**config.mk**
```make
export PLATFORM = sky130hd
export DESIGN_NAME = cttw_core
export DESIGN_NICKNAME = d
export VERILOG_FILES = /design/src/cttw_pkg.sv /design/src/cttw_sync2.sv /design/src/cttw_core.sv
export VERILOG_INCLUDE_DIRS = /design/src
export SDC_FILE = /design/constraint.sdc
export NUM_CORES = 1
export LEC_CHECK = 0
export BUFFER_PORTS_ARGS = -buffer_cell sky130_fd_sc_hd__buf_2
export CORE_MARGIN = 2
export CORE_UTILIZATION = 62
export CTS_BUF_LIST = sky130_fd_sc_hd__clkbuf_8
export DETAILED_ROUTE_END_ITERATION = 6
export PLACE_DENSITY = 0.95
export SYNTH_ARGS = -nofsm -noshare
export SYNTH_HDL_FRONTEND = slang
export SYNTH_HIERARCHICAL = 1
export SYNTH_SLANG_ARGS = --single-unit
```
**constraint.sdc**
```tcl
create_clock -name i_ref_clk -period 5.4 [get_ports i_ref_clk]
set_input_delay 0.27 -clock i_ref_clk [delete_from_list [all_inputs] [get_ports i_ref_clk]]
set_output_delay 0.27 -clock i_ref_clk [all_outputs]
set_load 0.01 [all_outputs]
```
**src/cttw_regs.svh**
```systemverilog
// Opcodes, vectors, flag layout and reset values of the transfer, trap and wait core
`ifndef CTTW_REGS_SVH
`define CTTW_REGS_SVH
// Opcodes handled by this core
`define CTTW_OP_TRAP 8'h83
`define CTTW_OP_ACC2FLG 8'h84
`define CTTW_OP_FLG2ACC 8'h85
`define CTTW_OP_ACC2XL 8'h97
`define CTTW_OP_XL2ACC 8'h9f
`define CTTW_OP_SP2IDX 8'h95
`define CTTW_OP_IDX2SP 8'h94
`define CTTW_OP_WAIT 8'h8f
`define CTTW_OP_TEST_DIR 8'h3d
`define CTTW_OP_TEST_ACC 8'h4d
`define CTTW_OP_TEST_XL 8'h5d
`define CTTW_OP_TEST_IX1 8'h6d
`define CTTW_OP_TEST_IX 8'h7d
`define CTTW_OP_PREFIX 8'h9e
`define CTTW_OP_ADDIX 8'haf
`define CTTW_OP_ADDSP 8'ha7
// Vector addresses
`define CTTW_VEC_TRAP_HI 16'hfffc
`define CTTW_VEC_TRAP_LO 16'hfffd
`define CTTW_VEC_IRQ_HI 16'hfffa
`define CTTW_VEC_IRQ_LO 16'hfffb
`define CTTW_VEC_RST_HI 16'hfffe
`define CTTW_VEC_RST_LO 16'hffff
// Flag byte layout; bits 6 and 5 always read as one
`define CTTW_FLG_V 7
`define CTTW_FLG_HC 4
`define CTTW_FLG_IM 3
`define CTTW_FLG_N 2
`define CTTW_FLG_Z 1
`define CTTW_FLG_C 0
`define CTTW_FLG_FILL 8'h60
// Reset values and small constants
`define CTTW_SP_RST 16'h00ff
`define CTTW_PC_RST 16'h0000
`define CTTW_ONE16 16'h0001
`define CTTW_ZP_HI 8'h00
`define CTTW_LAST_PUSH 3'h4
`endif

```
**src/cttw_pkg.sv**
```systemverilog
// Types shared by the transfer, trap and wait core
`default_nettype none
`include "cttw_regs.svh"
package cttw_pkg;
    typedef struct packed {
        logic v;
        logic hc;
        logic im;
        logic n;
        logic z;
        logic c;
    } cttw_flags_s;
    typedef struct packed {
        logic [15:0] addr;
        logic rd;
        logic wr;
        logic [7:0] wdata;
    } cttw_bus_s;
    typedef enum logic [3:0] {
        ST_RSTH, ST_RSTL, ST_FETCH, ST_PFX, ST_OPER, ST_TESTM,
        ST_PAD, ST_PUSH, ST_VECH, ST_VECL, ST_WAIT
    } cttw_state_e;
    typedef enum logic [2:0] {K_TDIR, K_TIX1, K_TSP1, K_AIX, K_AIS} cttw_opk_e;
    typedef enum logic {V_TRAP, V_IRQ} cttw_vec_e;

    // Flags into the stacked byte layout
    function automatic logic [7:0] cttw_pack(input cttw_flags_s f);
        logic [7:0] b;
        b = `CTTW_FLG_FILL;
        b[`CTTW_FLG_V] = f.v;
        b[`CTTW_FLG_HC] = f.hc;
        b[`CTTW_FLG_IM] = f.im;
        b[`CTTW_FLG_N] = f.n;
        b[`CTTW_FLG_Z] = f.z;
        b[`CTTW_FLG_C] = f.c;
        return b;
    endfunction

    // Byte back into flags; bits 6 and 5 are dropped
    function automatic cttw_flags_s cttw_unpack(input logic [7:0] b);
        return '{v: b[`CTTW_FLG_V], hc: b[`CTTW_FLG_HC], im: b[`CTTW_FLG_IM],
                 n: b[`CTTW_FLG_N], z: b[`CTTW_FLG_Z], c: b[`CTTW_FLG_C]};
    endfunction
endpackage
`default_nettype wire

```
**src/cttw_sync2.sv**
```systemverilog
// Two flip-flop synchroniser for asynchronous pins
`timescale 1ns/1ps
`default_nettype none
module cttw_sync2 #(
    parameter int W = 2
) (
    // Clock and reset
    input wire logic i_ref_clk,
    input wire logic i_arst_n,
    // Pins in, synchronised levels out
    input wire logic [W-1:0] i_async,
    output logic [W-1:0] o_sync
);
    logic [W-1:0] meta_r;

    // Pins idle high, so both stages reset to one
    always_ff @(posedge i_ref_clk or negedge i_arst_n) begin
        if (!i_arst_n) begin
            meta_r <= '1;
            o_sync <= '1;
        end else begin
            meta_r <= i_async;
            o_sync <= meta_r;
        end
    end
endmodule
`default_nettype wire

```
**src/cttw_core.sv**
```systemverilog
// Core executing trap, register transfer, test, wait and signed add instructions
`timescale 1ns/1ps
`default_nettype none
`include "cttw_regs.svh"
module cttw_core
    import cttw_pkg::*;
(
    // Clock and reset
    input wire logic i_ref_clk,
    input wire logic i_arst_n,
    // Internal memory bus, read data valid in the same cycle
    input wire logic [7:0] i_mem_rdata,
    output var cttw_bus_s o_bus,
    // Pins, active low, asynchronous
    input wire logic i_rst_pin_n,
    input wire logic i_irq_pin_n,
    // On-chip service request, same clock
    input wire logic i_periph_irq,
    // Status
    output logic o_cpu_clk_en,
    output logic o_bad_op,
    output logic [7:0] o_acc,
    output logic [15:0] o_index,
    output logic [15:0] o_sp,
    output logic [15:0] o_pc,
    output var cttw_flags_s o_flags
);
    cttw_state_e st_r, st_n;
    cttw_opk_e opk_r, opk_n;
    cttw_vec_e vec_r, vec_n;
    cttw_flags_s fl_r, fl_n;
    cttw_bus_s bus_r, bus_n;
    logic [7:0] a_r, a_n, x_r, x_n, h_r, h_n;
    logic [15:0] sp_r, sp_n, pc_r, pc_n, taddr;
    logic [2:0] push_r, push_n;
    logic hold_r, hold_n, clk_r, clk_n, bad_r, bad_n;
    logic [1:0] pins_s;

    // Pins cross into the core clock before anything reads them
    cttw_sync2 #(.W(2)) u_pin_sync (
        .i_ref_clk(i_ref_clk),
        .i_arst_n(i_arst_n),
        .i_async({i_irq_pin_n, i_rst_pin_n}),
        .o_sync(pins_s)
    );

    // Decode and datapath terms
    wire rst_req = ~pins_s[0];
    wire irq_req = ~pins_s[1] | i_periph_irq;
    wire [7:0] op = i_mem_rdata;
    wire [15:0] hx = {h_r, x_r};
    wire [15:0] imm_sx = {{8{op[7]}}, op};
    wire [15:0] ix_sum = hx + imm_sx;
    wire [15:0] sp_sum = sp_r + imm_sx;
    wire [15:0] zp_addr = {`CTTW_ZP_HI, op};
    wire [15:0] pc_inc = pc_r + `CTTW_ONE16;
    wire [7:0] flag_byte = cttw_pack(fl_r);
    wire testm = (st_r == ST_TESTM);
    wire [7:0] test_val = testm ? op : ((op == `CTTW_OP_TEST_XL) ? x_r : a_r);

    // Stacked byte for each push slot, in stacking order
    function automatic logic [7:0] stack_byte(input logic [2:0] idx, input logic [15:0] pc);
        logic [7:0] b;
        b = flag_byte;
        if (idx == 3'h0) begin
            b = pc[7:0];
        end else if (idx == 3'h1) begin
            b = pc[15:8];
        end else if (idx == 3'h2) begin
            b = x_r;
        end else if (idx == 3'h3) begin
            b = a_r;
        end
        return b;
    endfunction

    // Sequencer; bus outputs are computed one cycle ahead and registered
    always_comb begin
        st_n = st_r;
        opk_n = opk_r;
        vec_n = vec_r;
        fl_n = fl_r;
        a_n = a_r;
        x_n = x_r;
        h_n = h_r;
        sp_n = sp_r;
        pc_n = pc_r;
        push_n = push_r;
        hold_n = hold_r;
        clk_n = clk_r;
        bad_n = 1'b0;
        taddr = hx;
        bus_n = '{addr: pc_r, rd: 1'b0, wr: 1'b0, wdata: 8'h00};
        case (st_r)
            ST_RSTH: begin
                pc_n[15:8] = op;
                st_n = ST_RSTL;
            end
            ST_RSTL: begin
                pc_n[7:0] = op;
                st_n = ST_FETCH;
            end
            ST_FETCH: begin
                pc_n = pc_inc;
                hold_n = 1'b0;
                st_n = ST_FETCH;
                if (op == `CTTW_OP_TRAP) begin
                    // Never gated by the mask
                    vec_n = V_TRAP;
                    push_n = 3'h0;
                    st_n = ST_PUSH;
                end else if (op == `CTTW_OP_ACC2FLG) begin
                    fl_n = cttw_unpack(a_r);
                    hold_n = ~fl_r.im & a_r[`CTTW_FLG_IM];
                    st_n = ST_PAD;
                end else if (op == `CTTW_OP_FLG2ACC) begin
                    a_n = flag_byte;
                end else if (op == `CTTW_OP_ACC2XL) begin
                    x_n = a_r;
                end else if (op == `CTTW_OP_XL2ACC) begin
                    a_n = x_r;
                end else if (op == `CTTW_OP_SP2IDX) begin
                    {h_n, x_n} = sp_r + `CTTW_ONE16;
                    st_n = ST_PAD;
                end else if (op == `CTTW_OP_IDX2SP) begin
                    sp_n = hx - `CTTW_ONE16;
                    st_n = ST_PAD;
                end else if (op == `CTTW_OP_WAIT) begin
                    fl_n.im = 1'b0;
                    clk_n = 1'b0;
                    st_n = ST_WAIT;
                end else if (op == `CTTW_OP_TEST_ACC || op == `CTTW_OP_TEST_XL) begin
                    fl_n.n = test_val[7];
                    fl_n.z = (test_val == 8'h00);
                    fl_n.v = 1'b0;
                end else if (op == `CTTW_OP_TEST_DIR) begin
                    opk_n = K_TDIR;
                    st_n = ST_OPER;
                end else if (op == `CTTW_OP_TEST_IX1) begin
                    opk_n = K_TIX1;
                    st_n = ST_OPER;
                end else if (op == `CTTW_OP_TEST_IX) begin
                    taddr = hx;
                    st_n = ST_TESTM;
                end else if (op == `CTTW_OP_PREFIX) begin
                    st_n = ST_PFX;
                end else if (op == `CTTW_OP_ADDIX) begin
                    opk_n = K_AIX;
                    st_n = ST_OPER;
                end else if (op == `CTTW_OP_ADDSP) begin
                    opk_n = K_AIS;
                    st_n = ST_OPER;
                end else begin
                    bad_n = 1'b1;
                end
            end
            ST_PFX: begin
                // Only the stack-offset test follows the prefix here
                pc_n = pc_inc;
                opk_n = K_TSP1;
                st_n = (op == `CTTW_OP_TEST_IX1) ? ST_OPER : ST_FETCH;
                bad_n = (op != `CTTW_OP_TEST_IX1);
            end
            ST_OPER: begin
                pc_n = pc_inc;
                st_n = ST_TESTM;
                case (opk_r)
                    K_TDIR: taddr = zp_addr;
                    K_TIX1: taddr = hx + zp_addr;
                    K_TSP1: taddr = sp_r + zp_addr;
                    K_AIX: begin
                        {h_n, x_n} = ix_sum;
                        st_n = ST_FETCH;
                    end
                    default: begin
                        sp_n = sp_sum;
                        st_n = ST_FETCH;
                    end
                endcase
            end
            ST_TESTM: begin
                // Memory operand is only read, never written back
                fl_n.n = test_val[7];
                fl_n.z = (test_val == 8'h00);
                fl_n.v = 1'b0;
                st_n = ST_FETCH;
            end
            ST_PUSH: begin
                sp_n = sp_r - `CTTW_ONE16;
                push_n = push_r + 3'h1;
                if (push_r == `CTTW_LAST_PUSH) begin
                    fl_n.im = 1'b1;
                    st_n = ST_VECH;
                end
            end
            ST_VECH: begin
                pc_n[15:8] = op;
                st_n = ST_VECL;
            end
            ST_VECL: begin
                pc_n[7:0] = op;
                st_n = ST_PAD;
            end
            ST_PAD: begin
                st_n = ST_FETCH;
            end
            default: begin
                // Wake logic keeps running while processor clocks are gated
                if (irq_req) begin
                    clk_n = 1'b1;
                    vec_n = V_IRQ;
                    push_n = 3'h0;
                    st_n = ST_PUSH;
                end
            end
        endcase
        // Reset pin restarts from the reset vector, also out of wait
        if (rst_req) begin
            st_n = ST_RSTH;
            sp_n = `CTTW_SP_RST;
            fl_n.im = 1'b1;
            clk_n = 1'b1;
            hold_n = 1'b0;
        end
        // Boundary check; a mask from the transfer takes effect at the next boundary
        if (st_n == ST_FETCH && irq_req && !fl_n.im && !hold_n) begin
            vec_n = V_IRQ;
            push_n = 3'h0;
            st_n = ST_PUSH;
        end
        case (st_n)
            ST_FETCH, ST_PFX, ST_OPER: bus_n = '{pc_n, 1'b1, 1'b0, 8'h00};
            ST_TESTM: bus_n = '{taddr, 1'b1, 1'b0, 8'h00};
            ST_PUSH: bus_n = '{sp_n, 1'b0, 1'b1, stack_byte(push_n, pc_n)};
            ST_VECH: bus_n.addr = (vec_n == V_IRQ) ? `CTTW_VEC_IRQ_HI : `CTTW_VEC_TRAP_HI;
            ST_VECL: bus_n.addr = (vec_r == V_IRQ) ? `CTTW_VEC_IRQ_LO : `CTTW_VEC_TRAP_LO;
            ST_RSTH: bus_n.addr = `CTTW_VEC_RST_HI;
            ST_RSTL: bus_n.addr = `CTTW_VEC_RST_LO;
            default: bus_n = '{pc_n, 1'b0, 1'b0, 8'h00};
        endcase
        if (st_n == ST_VECH || st_n == ST_VECL || st_n == ST_RSTH || st_n == ST_RSTL) begin
            bus_n.rd = 1'b1;
        end
    end

    // State and architectural registers
    always_ff @(posedge i_ref_clk or negedge i_arst_n) begin
        if (!i_arst_n) begin
            st_r <= ST_RSTH;
            opk_r <= K_TDIR;
            vec_r <= V_TRAP;
            fl_r <= '{v: 1'b0, hc: 1'b0, im: 1'b1, n: 1'b0, z: 1'b0, c: 1'b0};
            bus_r <= '{addr: `CTTW_VEC_RST_HI, rd: 1'b1, wr: 1'b0, wdata: 8'h00};
            {a_r, x_r, h_r} <= 24'h000000;
            sp_r <= `CTTW_SP_RST;
            pc_r <= `CTTW_PC_RST;
            push_r <= 3'h0;
            {hold_r, bad_r} <= 2'b00;
            clk_r <= 1'b1;
        end else begin
            st_r <= st_n;
            opk_r <= opk_n;
            vec_r <= vec_n;
            fl_r <= fl_n;
            bus_r <= bus_n;
            {a_r, x_r, h_r} <= {a_n, x_n, h_n};
            sp_r <= sp_n;
            pc_r <= pc_n;
            push_r <= push_n;
            {hold_r, bad_r} <= {hold_n, bad_n};
            clk_r <= clk_n;
        end
    end

    // Outputs straight from registers
    assign o_bus = bus_r;
    assign o_cpu_clk_en = clk_r;
    assign o_bad_op = bad_r;
    assign o_acc = a_r;
    assign o_index = hx;
    assign o_sp = sp_r;
    assign o_pc = pc_r;
    assign o_flags = fl_r;

    wire fetch_op = (st_r == ST_FETCH);
endmodule
`default_nettype wire

```
# After elaboration in Yosys (flattened, before gate mapping)
# Index checks and enable logic that the tools add are counted.
# W data, S select, Z words.
# word_totals
ff_bits	106
latchBits	0
ram_bits	0
romBits	0
output_inout_bits	90
elab_cells	295
mem_count	0
# op_classes
n_addsub	9
mul	0
n_div	0
n_lt_le_gt_ge	0
eq_ne	76
shifts	0
n_mux	146
bitwise_logic	6
reduce_logical	34
# ops
cell	n
$mux W8	23
$mux W16	10
$mux W3	35
$pmux W16 S3	2
$pmux W16 S6	1
$eq A8 B8 Y1 const B	11
$pmux W8 S2	4
$mux W4	12
$ne A3 B3 Y1 const B	16
$mux W1	46
$add A16 B1 Y16 const B	2
$add A16 B16 Y16	2
$add A16 B8 Y16	2
$eq A8 B7 Y1 const B	4
$pmux W4 S8	1
$sub A16 B1 Y16 const B	2
$eq A4 B3 Y1 const B	7
$ne A2 B2 Y1 const B	11
$eq A4 B2 Y1 const B	5
$pmux W10 S2	1
$eq A4 B4 Y1 const B	4
$reduce_and A13 Y1	1
$eq A3 B2 Y1 const B	4
$pmux W1 S2	5
36 further kinds	60

# Longest topological paths before layout
# logic_depth
depth_word	30
mapped_depth	17
ltp_nobuf	14

# Hierarchy
# The synthesis kept the hierarchy.
# modules_own_cells
mod	n_inst	cells_per_inst	area_each_um2	seq_area_each_um2
cttw_core	1	1192	9359.0	2585.0
cttw_sync2	1	4	105.1	105.1

# Worst setup path before layout
# OpenSTA, ideal clock, no wires.
# synth_timing
path_type	reg2reg
startpoint	register opk_r[2]
endpoint	register bus_r, in the netlist o_bus[19]
setup_time_ns	0.083
t_arrival_ns	3.969
required_time_ns	5.317
path_slack_ns	1.348
stages_incl_launch_ff	16
period_less_slack_ns	4.052
cell_sequence	dfrtp_1 buf_2 nor3b_1 buf_2 clkbuf_1 nor2_1 a21o_1 ha_1 a211oi_1 o21ai_0 a31oi_1 nor2b_1 o21ai_0 mux2_2 a311o_1 a221o_1
# synth_lines
item	line_no	text
start, declared	cttw_core.sv:29	cttw_opk_e opk_r, opk_n;
start signal, assigned	cttw_core.sv:262	opk_r <= opk_n;
end signal, assigned	cttw_core.sv:253	bus_r <= '{addr: `CTTW_VEC_RST_HI, rd: 1'b1, wr: 1'b0, wdata: 8'h00};
end signal, assigned	cttw_core.sv:265	bus_r <= bus_n;
end, declared	cttw_core.sv:32	cttw_bus_s bus_r, bus_n;

==> results.sh <==
export IMPL_status="finished, final reports clean"
export IMPL_grt_pass1_wl_um=51500
export IMPL_synthCells=1196
export IMPL_antenna_found_initial=0
export IMPL_rsz0062_at_grt="false"
export IMPL_start_util_pct=63.0
export IMPL_rows=45
export IMPL_timing_fmax_mhz=245
export IMPL_finalHoldViolations=0
export IMPL_cellPowerDensity_nw_per_um2=400
export IMPL_met2WireLength_um=14600
export IMPL_drive_above_1_share_pct=16.0
export IMPL_htree_levels=3
export IMPL_cp_end_kind="register"
export IMPL_port_buffers=102
export IMPL_cp_endpoint="o_bus[19]"
export IMPL_r2r_end="o_bus[19]"
export IMPL_clock_path_buffers=2
export IMPL_grt_pass1_vias=9230
export IMPL_setup_tns_ns=0
export IMPL_slew_limit_headroom_pct=6.37
export IMPL_die_h_um=128
export IMPL_cts_num_sinks=106
export IMPL_startpoint_type="register"
export IMPL_required_ns=5.73
export IMPL_max_stage_delay_ns=0.67
export IMPL_final_util_pct=67.9
export IMPL_crit_top_cell="o21ai_0"
export IMPL_clockRootBuffer="clkbuf_8"
export IMPL_dieArea_sq_um=16300
export IMPL_top_layer="met4"
export IMPL_tightest_slew_ns=1.39
export IMPL_holdBufCountCts=3
export IMPL_cts_repair_resized=0
export IMPL_synth_seq_cells=106
export IMPL_vias_per_cell=7.11
export IMPL_vias=10200
export IMPL_synth_top_cell_by_area="dfrtp_1"
export IMPL_detailed_place_area_sq_um=9980
export IMPL_irDropWorstVdd_mv=0.211
export IMPL_core_area_sq_um=15000
export IMPL_cap_violations=0
export IMPL_netlist_area_leader_share_pct=20.1
export IMPL_setup_viol=0
export IMPL_synth_edff_count=0
export IMPL_cts_buffers=9
export IMPL_overflow=0
export IMPL_die_width_um=128
export IMPL_nFillCells=1244
export IMPL_r2r_cells=13
export IMPL_ys_types=87
export IMPL_synthTopCellsByArea="dfrtp_1 20%, dfstp_2 8.3%, nand2_1 6.0%"
export IMPL_num_io_pins=103
export IMPL_critPathLaunch="opk_r[2]"
export IMPL_dp_hpwl_um=24800
export IMPL_drtIter0Drc=1318
export IMPL_cts_clk_slew_worst_paths_ns=0.12
export IMPL_async_flop_share_pct=100
export IMPL_yosysMostFrequentCell="nand2_1"
export IMPL_drt_drc_violations_left=0
export IMPL_criticalPathCategory="register to register"
export IMPL_syn_area_per_cell_sq_um=7.91
export IMPL_wl_met1_um=13700
export IMPL_yosys_warnings=6
export IMPL_crit_fanout=12
export IMPL_design_area_sq_um=10200
export IMPL_path_cells="clkinv_1 > nand3_1 > nand2_1 > nand2_1 > ha_1 > o21ai_0 > o21ai_0 > a31oi_1 > nor2b_1 > o21ai_0 > mux2_2 > a311o_1 > a221o_1"
export IMPL_wl_per_cell_um=23.5
export IMPL_synth_fp_nets=1256
export IMPL_grt_max_degree=66
export IMPL_synth_area_sq_um=9460
export IMPL_r2r_setup_slack_ns=1.32
export IMPL_synth_common_cells="152 x nand2_1, 110 x nor2_1, 100 x o21ai_0"
export IMPL_r2r_start="opk_r[2]"
export IMPL_ant_nets=0
export IMPL_hold_slack_ns=0.364
export IMPL_post_route_period_util_pct=75.6
export IMPL_arrival_ns=4.41
export IMPL_track_usage_pct=41.1
export IMPL_period_minus_slack_ns=4.08
export IMPL_wl_met3_um=4330
export IMPL_crit_slowest_cell="dfrtp_1"
export IMPL_clkLatencyLatePin_ns=0.40
export IMPL_area_growth_pct=7.93
export IMPL_cts_tree="built"
export IMPL_gp_congestion=1.02
export IMPL_routed_wl_um=33900
export IMPL_fin_nets=1307
export IMPL_fin_skew_ns=0.0128
export IMPL_leakage_nw=4.34
export IMPL_final_max_slew_viol_count=0
export IMPL_synth_flop_cell="dfrtp_1"
export IMPL_diodes=0
export IMPL_post_cts_buffers=0
export IMPL_ys_seq_area_share_pct=28.4
export IMPL_drt_pass1_iter_count=6
export IMPL_hp_class="register to register"
-- logic make-up (layout without fill, tap and decap cells) --
kind of cell | after synthesis | in the layout | share of synthesized area [%]
AOI/OAI and AO/OA | 378 | 378 | 27.4
DFF | 106 | 106 | 28.4
buffers and inverters | 112 | 168 | 4.85
muxes | 25 | 25 | 2.82
and+or+nand+nor | 465 | 465 | 24.3
adders and majority gates | 47 | 47 | 6.45
xor gates and xnor gates | 63 | 63 | 5.83
-- per-layer routing --
layer  track usage [%]  vias to the layer above
met3              11.1                      103
met5                 0                        -
li1                  -                     4538
met2              60.0                      741
met1              58.4                     4853
met4              15.6                        0
-- worst min-delay path by stage --
stage,startpoint,to,slack (ns),cells past startpoint
3_5_place_dp,i_arst_n,h_r[3],0.29,1
4_1_cts,u_pin_sync/meta_r[1],u_pin_sync/o_sync[1],0.36,0
6_report,u_pin_sync/meta_r[1],u_pin_sync/o_sync[1],0.36,0
3_3_place_gp,i_arst_n,h_r[3],0.28,1
5_1_grt,u_pin_sync/meta_r[0],u_pin_sync/o_sync[0],0.37,0
2_1_floorplan,i_arst_n,h_r[0],-0.03,0
-- metrics by stage --
step                      setup slack, ns  power, mW  instances
after CTS                            1.41       4.00       1440
after global routing                 1.07       4.31       1440
after global placement               1.61       3.42       1421
after detailed placement             1.46       3.45       1421
after floorplan                      1.35       2.72       1196
final                                1.32       4.08       1440
-- cell type report --
class                      instances  area (sq um)  area share [%]
clock inverter                     7          83.8           0.821
clock buffer                       9           124            1.21
multi-input combinational        978          6330            62.0
inverter                          38           143            1.40
timing repair buffer             114           611            5.98
sequential                       106          2690            26.3
tap                              188           235            2.30
-- worst max-delay path: cells and delay by family (launching register included) --
family / cells / cell delay, ns
AND/OR/NAND/NOR: 4 / 0.70
buffers and inverters: 1 / 0.35
flip-flops: 1 / 0.67
AO/OA/AOI/OAI: 6 / 1.64
adder cells (fa/ha/maj): 1 / 0.26
multiplexers: 1 / 0.37
-- flip-flops by register name, indices dropped and copies added, names as in the netlist --
name               flops
hold_r                 1
push_r                 3
o_flags                6
vec_r                  1
u_pin_sync/meta_r      2
u_pin_sync/o_sync      2
o_pc                  16
o_cpu_clk_en           1
o_bus                 26
x_r                    8
h_r                    8
o_bad_op               1
o_acc                  8
st_r                   4
o_sp                  16
opk_r                  3
-- layout by cell type, fill, tap and decap left out, types with 18 or more instances in the layout --
cell type,instances
nor2_1,110
dfrtp_1,76
buf_2,101
o21ai_0,100
a31oi_1,19
dfstp_2,30
nand4_1,18
o211ai_1,20
nand3_1,40
xnor2_1,43
inv_1,37
ha_1,44
nor3_1,37
xor2_1,20
nand2_1,152
a21oi_1,67
-- power breakdown --
part	switching (mW)	leakage (nW)	total [mW]	internal [mW]
clock network	0.326	0.107	0.551	0.225
registers	0.334	1.31	1.34	1.01
logic	1.35	2.92	2.19	0.847
Power figures use the tool's default switching activity.
